**config.mk**
```make
export PLATFORM = sky130hd
export DESIGN_NAME = cgp_regs
export DESIGN_NICKNAME = d
export VERILOG_FILES = /design/src/pkg/cgp_pkg.sv /design/src/hw/cgp_regs.sv
export SDC_FILE = /design/constraint.sdc
export NUM_CORES = 1
export LEC_CHECK = 0
export BUFFER_PORTS_ARGS = -buffer_cell sky130_fd_sc_hd__buf_2
export CELL_PAD_IN_SITES_DETAIL_PLACEMENT = 0
export CELL_PAD_IN_SITES_GLOBAL_PLACEMENT = 1
export CORE_ASPECT_RATIO = 1.25
export CORE_UTILIZATION = 45
export CTS_BUF_LIST = sky130_fd_sc_hd__clkbuf_2
export DETAILED_ROUTE_END_ITERATION = 8
export PLACE_DENSITY = 0.78
export REMOVE_ABC_BUFFERS = 1
export SLEW_MARGIN = 20
export SYNTH_ARGS = -nofsm -noshare
export SYNTH_HDL_FRONTEND = slang
export SYNTH_SLANG_ARGS = --single-unit
```
**constraint.sdc**
```tcl
create_clock -name clk_i -period 3.8 [get_ports clk_i]
set_input_delay 0.76 -clock clk_i [delete_from_list [all_inputs] [get_ports clk_i]]
set_output_delay 0.76 -clock clk_i [all_outputs]
set_load 0.005 [all_outputs]
```
**src/pkg/cgp_pkg.sv**
```systemverilog
// Package of constants and types for the channel gain/phase register bank
// Behaviour
// - Gain high register 0x20, resets 0x8000
// - Gain low byte 0x21; lower byte reads zero
// - Gain word unsigned, 0 to under 2.0
// - Phase delay bits 15:6, signed; 5:3 zero
// - DC-block off bit disables channel 5 filter
// - Bit clear: global DC-block setting applies
// - Bits 1:0 select channel 5 input
package cgp_pkg;
  // ==========================================================
  // Register indices and address width
  localparam logic [7:0] CGP_IDX_GAIN_HIGH = 8'h20;
  localparam logic [7:0] CGP_IDX_GAIN_LOW = 8'h21;
  localparam logic [7:0] CGP_IDX_CH5_CONFIG = 8'h22;
  localparam int CGP_ADDR_W = 10;
  // ==========================================================
  // Reset values
  localparam logic [15:0] CGP_RST_GAIN_HIGH = 16'h8000;
  localparam logic [7:0] CGP_RST_GAIN_LOW = 8'h00;
  localparam logic [9:0] CGP_RST_PHASE = 10'h000;
  localparam logic CGP_RST_DC_OFF = 1'b0;
  localparam logic [1:0] CGP_RST_MUX = 2'h0;
  // ==========================================================
  // Field positions, gain scale and response codes
  localparam int CGP_PHASE_LSB = 6;
  localparam int CGP_DC_OFF_BIT = 2;
  localparam int CGP_GAIN_FRAC = 23;
  localparam logic [1:0] CGP_RESP_OKAY = 2'h0;
  localparam logic [1:0] CGP_RESP_SLVERR = 2'h2;

  typedef enum logic [1:0] {
    CGP_IN_NORMAL = 2'b00,
    CGP_IN_SHORT = 2'b01,
    CGP_IN_POS_TEST = 2'b10,
    CGP_IN_NEG_TEST = 2'b11
  } cgp_in_sel_t;

  typedef struct packed {
    logic [9:0] ch5_phase_delay;
    logic ch5_dc_block_off;
    cgp_in_sel_t ch5_input_select;
  } cgp_ch5_config_t;
endpackage

```
**src/hw/cgp_regs.sv**
```systemverilog
// AXI4-Lite register bank with channel 4 gain and channel 5 config
//
// Added by the designer: the AXI4-Lite slave port.
`timescale 1ns/10ps
module cgp_regs #(
  parameter int DATA_W = 24
) (
  // Clock and reset
  input wire logic clk_i,
  input wire logic rst_n_i,
  // AXI4-Lite write
  input wire logic [cgp_pkg::CGP_ADDR_W-1:0] s_axi_awaddr_i,
  input wire logic s_axi_awvalid_i,
  output logic s_axi_awready_o,
  input wire logic [31:0] s_axi_wdata_i,
  input wire logic [3:0] s_axi_wstrb_i,
  input wire logic s_axi_wvalid_i,
  output logic s_axi_wready_o,
  output logic [1:0] s_axi_bresp_o,
  output logic s_axi_bvalid_o,
  input wire logic s_axi_bready_i,
  // AXI4-Lite read
  input wire logic [cgp_pkg::CGP_ADDR_W-1:0] s_axi_araddr_i,
  input wire logic s_axi_arvalid_i,
  output logic s_axi_arready_o,
  output logic [31:0] s_axi_rdata_o,
  output logic [1:0] s_axi_rresp_o,
  output logic s_axi_rvalid_o,
  input wire logic s_axi_rready_i,
  // Channel datapath
  input wire logic [DATA_W-1:0] ch4_data_i,
  input wire logic ch4_valid_i,
  output logic [DATA_W-1:0] ch4_data_o,
  output logic ch4_valid_o,
  input wire logic [3:0] global_dc_block_setting_i,
  output logic [3:0] ch5_dc_block_o,
  output logic [9:0] ch5_phase_delay_o,
  output logic [1:0] ch5_input_select_o
);
  // ==========================================================
  // Reset synchroniser
  logic rst_meta_reg;
  logic rst_sync_reg;
  always_ff @(posedge clk_i or negedge rst_n_i) begin
    if (!rst_n_i) begin
      rst_meta_reg <= 1'b0;
      rst_sync_reg <= 1'b0;
    end else begin
      rst_meta_reg <= 1'b1;
      rst_sync_reg <= rst_meta_reg;
    end
  end

  // Word index from byte address; -1 if not aligned
  function automatic logic [8:0] word_idx(
      input logic [cgp_pkg::CGP_ADDR_W-1:0] a);
    if (a[1:0] != 2'b00) begin
      word_idx = 9'h1ff;
    end else begin
      word_idx = {1'b0, a[9:2]};
    end
  endfunction

  // ==========================================================
  // Register state
  logic [15:0] gain_high_reg, gain_high_next;
  logic [7:0] gain_low_reg, gain_low_next;
  cgp_pkg::cgp_ch5_config_t cfg_reg, cfg_next;
  logic aw_got_reg, aw_got_next;
  logic w_got_reg, w_got_next;
  logic [cgp_pkg::CGP_ADDR_W-1:0] awaddr_reg, awaddr_next;
  logic [31:0] wdata_reg, wdata_next;
  logic [3:0] wstrb_reg, wstrb_next;
  logic bvalid_reg, bvalid_next;
  logic [1:0] bresp_reg, bresp_next;
  logic rvalid_reg, rvalid_next;
  logic [31:0] rdata_reg, rdata_next;
  logic [1:0] rresp_reg, rresp_next;
  logic [8:0] widx, ridx;
  logic awready_reg, wready_reg, arready_reg;

  always_comb begin
    gain_high_next = gain_high_reg;
    gain_low_next = gain_low_reg;
    cfg_next = cfg_reg;
    aw_got_next = aw_got_reg;
    w_got_next = w_got_reg;
    awaddr_next = awaddr_reg;
    wdata_next = wdata_reg;
    wstrb_next = wstrb_reg;
    bvalid_next = bvalid_reg;
    bresp_next = bresp_reg;
    rvalid_next = rvalid_reg;
    rdata_next = rdata_reg;
    rresp_next = rresp_reg;
    widx = word_idx(awaddr_reg);
    ridx = word_idx(s_axi_araddr_i);
    // Capture address and data independently, only on a handshake
    if (s_axi_awvalid_i && awready_reg) begin
      aw_got_next = 1'b1;
      awaddr_next = s_axi_awaddr_i;
    end
    if (s_axi_wvalid_i && wready_reg) begin
      w_got_next = 1'b1;
      wdata_next = s_axi_wdata_i;
      wstrb_next = s_axi_wstrb_i;
    end
    if (aw_got_reg && w_got_reg) begin
      aw_got_next = 1'b0;
      w_got_next = 1'b0;
      bvalid_next = 1'b1;
      bresp_next = cgp_pkg::CGP_RESP_OKAY;
      if (widx == {1'b0, cgp_pkg::CGP_IDX_GAIN_HIGH}) begin
        if (wstrb_reg[0]) gain_high_next[7:0] = wdata_reg[7:0];
        if (wstrb_reg[1]) gain_high_next[15:8] = wdata_reg[15:8];
      end else if (widx == {1'b0, cgp_pkg::CGP_IDX_GAIN_LOW}) begin
        if (wstrb_reg[1]) gain_low_next = wdata_reg[15:8];
      end else if (widx == {1'b0, cgp_pkg::CGP_IDX_CH5_CONFIG}) begin
        if (wstrb_reg[0]) begin
          cfg_next.ch5_dc_block_off =
            wdata_reg[cgp_pkg::CGP_DC_OFF_BIT];
          cfg_next.ch5_input_select =
            cgp_pkg::cgp_in_sel_t'(wdata_reg[1:0]);
          cfg_next.ch5_phase_delay[1:0] = wdata_reg[7:6];
        end
        if (wstrb_reg[1]) cfg_next.ch5_phase_delay[9:2] = wdata_reg[15:8];
      end else begin
        bresp_next = cgp_pkg::CGP_RESP_SLVERR;
      end
    end
    if (bvalid_reg && s_axi_bready_i) bvalid_next = 1'b0;
    // Read: accept when no answer pending
    if (rvalid_reg && s_axi_rready_i) rvalid_next = 1'b0;
    if (s_axi_arvalid_i && arready_reg) begin
      rvalid_next = 1'b1;
      rresp_next = cgp_pkg::CGP_RESP_OKAY;
      rdata_next = 32'h0000_0000;
      if (ridx == {1'b0, cgp_pkg::CGP_IDX_GAIN_HIGH}) begin
        rdata_next[15:0] = gain_high_reg;
      end else if (ridx == {1'b0, cgp_pkg::CGP_IDX_GAIN_LOW}) begin
        rdata_next[15:8] = gain_low_reg;
      end else if (ridx == {1'b0, cgp_pkg::CGP_IDX_CH5_CONFIG}) begin
        rdata_next[15:6] = cfg_reg.ch5_phase_delay;
        rdata_next[2] = cfg_reg.ch5_dc_block_off;
        rdata_next[1:0] = cfg_reg.ch5_input_select;
      end else begin
        rresp_next = cgp_pkg::CGP_RESP_SLVERR;
      end
    end
  end

  always_ff @(posedge clk_i or negedge rst_sync_reg) begin
    if (!rst_sync_reg) begin
      gain_high_reg <= cgp_pkg::CGP_RST_GAIN_HIGH;
      gain_low_reg <= cgp_pkg::CGP_RST_GAIN_LOW;
      cfg_reg <= {cgp_pkg::CGP_RST_PHASE, cgp_pkg::CGP_RST_DC_OFF,
                  cgp_pkg::CGP_RST_MUX};
      aw_got_reg <= 1'b0;
      w_got_reg <= 1'b0;
      awaddr_reg <= '0;
      wdata_reg <= 32'h0000_0000;
      wstrb_reg <= 4'h0;
      bvalid_reg <= 1'b0;
      bresp_reg <= 2'h0;
      rvalid_reg <= 1'b0;
      rdata_reg <= 32'h0000_0000;
      rresp_reg <= 2'h0;
    end else begin
      gain_high_reg <= gain_high_next;
      gain_low_reg <= gain_low_next;
      cfg_reg <= cfg_next;
      aw_got_reg <= aw_got_next;
      w_got_reg <= w_got_next;
      awaddr_reg <= awaddr_next;
      wdata_reg <= wdata_next;
      wstrb_reg <= wstrb_next;
      bvalid_reg <= bvalid_next;
      bresp_reg <= bresp_next;
      rvalid_reg <= rvalid_next;
      rdata_reg <= rdata_next;
      rresp_reg <= rresp_next;
    end
  end

  // Ready outputs registered; capture happens only while they are high
  always_ff @(posedge clk_i or negedge rst_sync_reg) begin
    if (!rst_sync_reg) begin
      awready_reg <= 1'b0;
      wready_reg <= 1'b0;
      arready_reg <= 1'b0;
    end else begin
      awready_reg <= !aw_got_next && !bvalid_next &&
                     !(aw_got_reg && w_got_reg);
      wready_reg <= !w_got_next && !bvalid_next && !(aw_got_reg && w_got_reg);
      arready_reg <= !rvalid_next;
    end
  end

  // ==========================================================
  // Gain datapath: unsigned product scaled by 2^-23
  logic [23:0] gain_word;
  logic [DATA_W+23:0] product;
  logic [DATA_W+23:0] scaled;
  logic [DATA_W-1:0] gain_out_next;
  logic [3:0] dc_next;
  always_comb begin
    gain_word = {gain_high_reg, gain_low_reg};
    product = {{24{1'b0}}, ch4_data_i} * {{DATA_W{1'b0}}, gain_word};
    scaled = product >> cgp_pkg::CGP_GAIN_FRAC;
    if (|scaled[DATA_W+23:DATA_W]) begin
      gain_out_next = '1;
    end else begin
      gain_out_next = scaled[DATA_W-1:0];
    end
    if (cfg_reg.ch5_dc_block_off) begin
      dc_next = 4'h0;
    end else begin
      dc_next = global_dc_block_setting_i;
    end
  end

  logic [DATA_W-1:0] ch4_data_reg;
  logic ch4_valid_reg;
  logic [3:0] dc_reg;
  always_ff @(posedge clk_i or negedge rst_sync_reg) begin
    if (!rst_sync_reg) begin
      ch4_data_reg <= '0;
      ch4_valid_reg <= 1'b0;
      dc_reg <= 4'h0;
    end else begin
      ch4_data_reg <= gain_out_next;
      ch4_valid_reg <= ch4_valid_i;
      dc_reg <= dc_next;
    end
  end

  assign s_axi_awready_o = awready_reg;
  assign s_axi_wready_o = wready_reg;
  assign s_axi_bvalid_o = bvalid_reg;
  assign s_axi_bresp_o = bresp_reg;
  assign s_axi_arready_o = arready_reg;
  assign s_axi_rvalid_o = rvalid_reg;
  assign s_axi_rdata_o = rdata_reg;
  assign s_axi_rresp_o = rresp_reg;
  assign ch4_data_o = ch4_data_reg;
  assign ch4_valid_o = ch4_valid_reg;
  assign ch5_dc_block_o = dc_reg;
  assign ch5_phase_delay_o = cfg_reg.ch5_phase_delay;
  assign ch5_input_select_o = cfg_reg.ch5_input_select;
endmodule

```
==> summary.txt <==
outcome - complete, but fails checks
failing checks - DRC, setup timing
Post-synth top flop - dfrtp_1
DP HPWL - 55800 um
Req. time, crit path - 4.45 ns
period utilization - 1.78
Worst VDD drop - 0.000155 V
vias in the first global route - 19709
# IOs - 174
Slew @ Worst Pin - 0.899 ns
Buf/Inv on CP - 11
worst hold path type - in2reg
Crit. End Element - flip-flop
drt total wl - 66200 um
Die Y - 258 um
global route hottest layer - met2
unrepaired setup endpoints after global routing - true
clock share of power - 0.182
Vias/cell - 5.12
synthesized cell area - 0.0236 mm2
Max-slew headroom - 0.399
IO buf count - 137
Leakage - 14.8 nW
Iter 0 DRT Violations - 925
Crit Path Max Fanout - 8
FFs w/ async S/R, synth - 1.00
pwr/cell area - 177 mW/mm2
crit-path max cell delay - 0.54 ns
first-pass GRT wire length - 105000 um
number of flops mapped to enable cells by yosys - 0
clock sinks - 121
total number of vias - 18178
Final setup viols - 24
pin count of the biggest net entering global routing - 50
Max H-tree Level - 4
Final Hold Fails - 0
die span in x - 207 um
dpl ws - -3.65 ns
GPL Wtd Cong - 0.956
Synth top cells by count - inv_1, fa_1, nand2_1, and2_1, ha_1
clock-pin slew on the worst setup and hold paths - 0.23 ns
GRT Overall Usage - 0.256
Layout area overhead - 18.8%
startpoint types - flip-flop
total internal power - 0.00287 W
clock latency on the worst-skew pair - 0.77 ns
Crit-path slowest cell - fa_1
Max Cap Violations - 0
max-slew violations - 0
core area - 0.0517 mm2
switch share - 0.422
GR Layer Usage met3 - 0.0299
Final Cell Area - 0.0280 mm2
FF+latch count, synth - 121
sequential-to-total area share from yosys stat - 0.128
syn avg cell area - 9.30 um2
drt wl/cell - 18.6 um
Largest register FFs - 24
critical path class - reg2reg
grt met2 use - 0.449
Worst EP arrival - 7.42 ns
Crit path top cell by count - fa_1
row count - 93
area share of the largest cell type after synthesis - 0.408
switching power - 0.00209 W
Nets - 3612
min Tclk post-route - 6.78 ns
CTS tree - done
final setup TNS - -69.62 ns
drt first pass iters - 9
ANT nets after route - 0
cell family with most CP delay - adder cells
Ys Warns - 0
fmax - 148 MHz
clock skew - 0.0610 ns
dpl cell area - 0.0267 mm2
Logic pwr share - 0.465
Mapped Cells - 2535
most frequent cell after synthesis - inv_1
top cells by area, synth - fa_1, dfrtp_1, ha_1
residual DRC count - 2
fillers - 4738
CTS Buf Count - 17
Design Power - 0.00496 W
Die ar. - 0.0533 mm2
grt ovf - 0
share of cells above drive strength 1 - 0.239
GRT met1 Usage - 0.317
starting density of the core - 0.456
root buffer cell - clkbuf_2
initial antenna violation count - 4
Final Util - 0.542
final setup margin - -2.98 ns
post-synth cell types - 64
Synth area leader - fa_1
sequential share of power - 0.354
Clock Tree Buf Depth - 2
==> worst register-to-register path: cells and delay by family (launching register included) <==
| family | cells | cell delay [ns] |
|---|---|---|
| AND/OR/NAND/NOR | 6 | 0.51 |
| buffers and inverters | 11 | 1.31 |
| AO/OA/AOI/OAI | 3 | 0.68 |
| flip-flops | 1 | 0.48 |
| adder cells (fa/ha/maj) | 8 | 3.67 |
==> cell usage in the layout (no fill, tap or decap), types with 5 or more instances in the layout <==
cell type  netlist  final
inv_1          558    542
fa_1           481    470
nand2_1        367    351
buf_4           30    284
and2_1         280    275
ha_1           170    155
buf_2            4    137
dfrtp_1        120    102
mux2_2          65     65
a21oi_1         50     39
nor2_1          38     35
a21o_1          33     33
o21ai_0         37     27
conb_1           2     19
buf_6            0     19
clkbuf_2         0     17
dfrtp_2          0     17
inv_2            0     16
xnor2_1         15     14
nand3_1         17     13
ha_4             0     13
nand2_2          0     11
nand4_1         11     11
fa_2             0     11
nor2b_1         10     10
mux2i_1         10     10
buf_12           0     10
o21bai_1        10      9
a21oi_2          0      9
nor3_1           9      8
and3_1           8      8
o21ai_2          0      7
o21ai_1          4      6
a22oi_1          6      6
inv_6            0      6
and2_4           0      5
o21a_1           5      5
nand2_4          0      5
==> final timing paths <==
check,from,end,slack (ns),cells past startpoint
worst max-delay path,gain_high_reg[5],ch4_data_o[19],-2.98,28
worst min-delay path,s_axi_awvalid_i,s_axi_awready_o,0.16,2
worst max register to register,gain_high_reg[5],ch4_data_o[19],-2.98,28
worst min register to register,rst_sync_reg,awaddr_reg[7],0.36,0
max in group asynchronous,rst_sync_reg,gain_high_reg[3],2.42,1
min in group asynchronous,rst_n_i,rst_sync_reg,0.25,2
==> power groups by stage <==
| stage | clock [W] | combinational, W | sequential [W] |
|---|---|---|---|
| floorplan | 0 | 0.00115 | 0.00174 |
| detailed placement | 0 | 0.00211 | 0.00178 |
| global placement | 0 | 0.00207 | 0.00177 |
| global route | 0.000979 | 0.00255 | 0.00179 |
| CTS | 0.000933 | 0.00221 | 0.00176 |
| finish | 0.000902 | 0.00231 | 0.00176 |
==> through the flow <==
step           cells  hold slack, ns
3_3_place_gp    3482           0.341
5_1_grt         3548           0.114
6_report        3549           0.163
4_1_cts         3531          0.0945
2_1_floorplan   2393           0.331
3_5_place_dp    3482           0.336
==> final cells by class <==
class	instances	area, um2	area share
sequential	121	3050	0.109
antenna	2	5.00	0.000179
timing repair buffer	457	3370	0.120
multi-input combinational	1714	18400	0.657
tap	665	832	0.0297
clock inverter	15	153	0.00545
inverter	558	2090	0.0748
clock buffer	17	85.1	0.00304
==> routing by layer <==
layer	part of all wire	routed length [um]
met5	0.00067	44
met2	0.53	34800
met4	0.044	2900
met3	0.050	3300
met1	0.38	25100
==> cell families after synthesis <==
kind of cell,after synthesis,synth area share
simple gates,761,0.158
fa+ha+maj,651,0.499
other cells,2,0.000319
xor+xnor,19,0.00706
mux,75,0.0353
compound gates,189,0.0527
buf+inv,717,0.119
flops,121,0.128
==> timing repair <==
item	CTS	global route
endpoints found under the hold margin	3	0
setup buffers	12	18
setup endpoints to repair	24	24
cloned	3	1
pin swaps	34	41
resized for setup	68	118
hold buffers	2	0
Power figures use the tool's default switching activity.
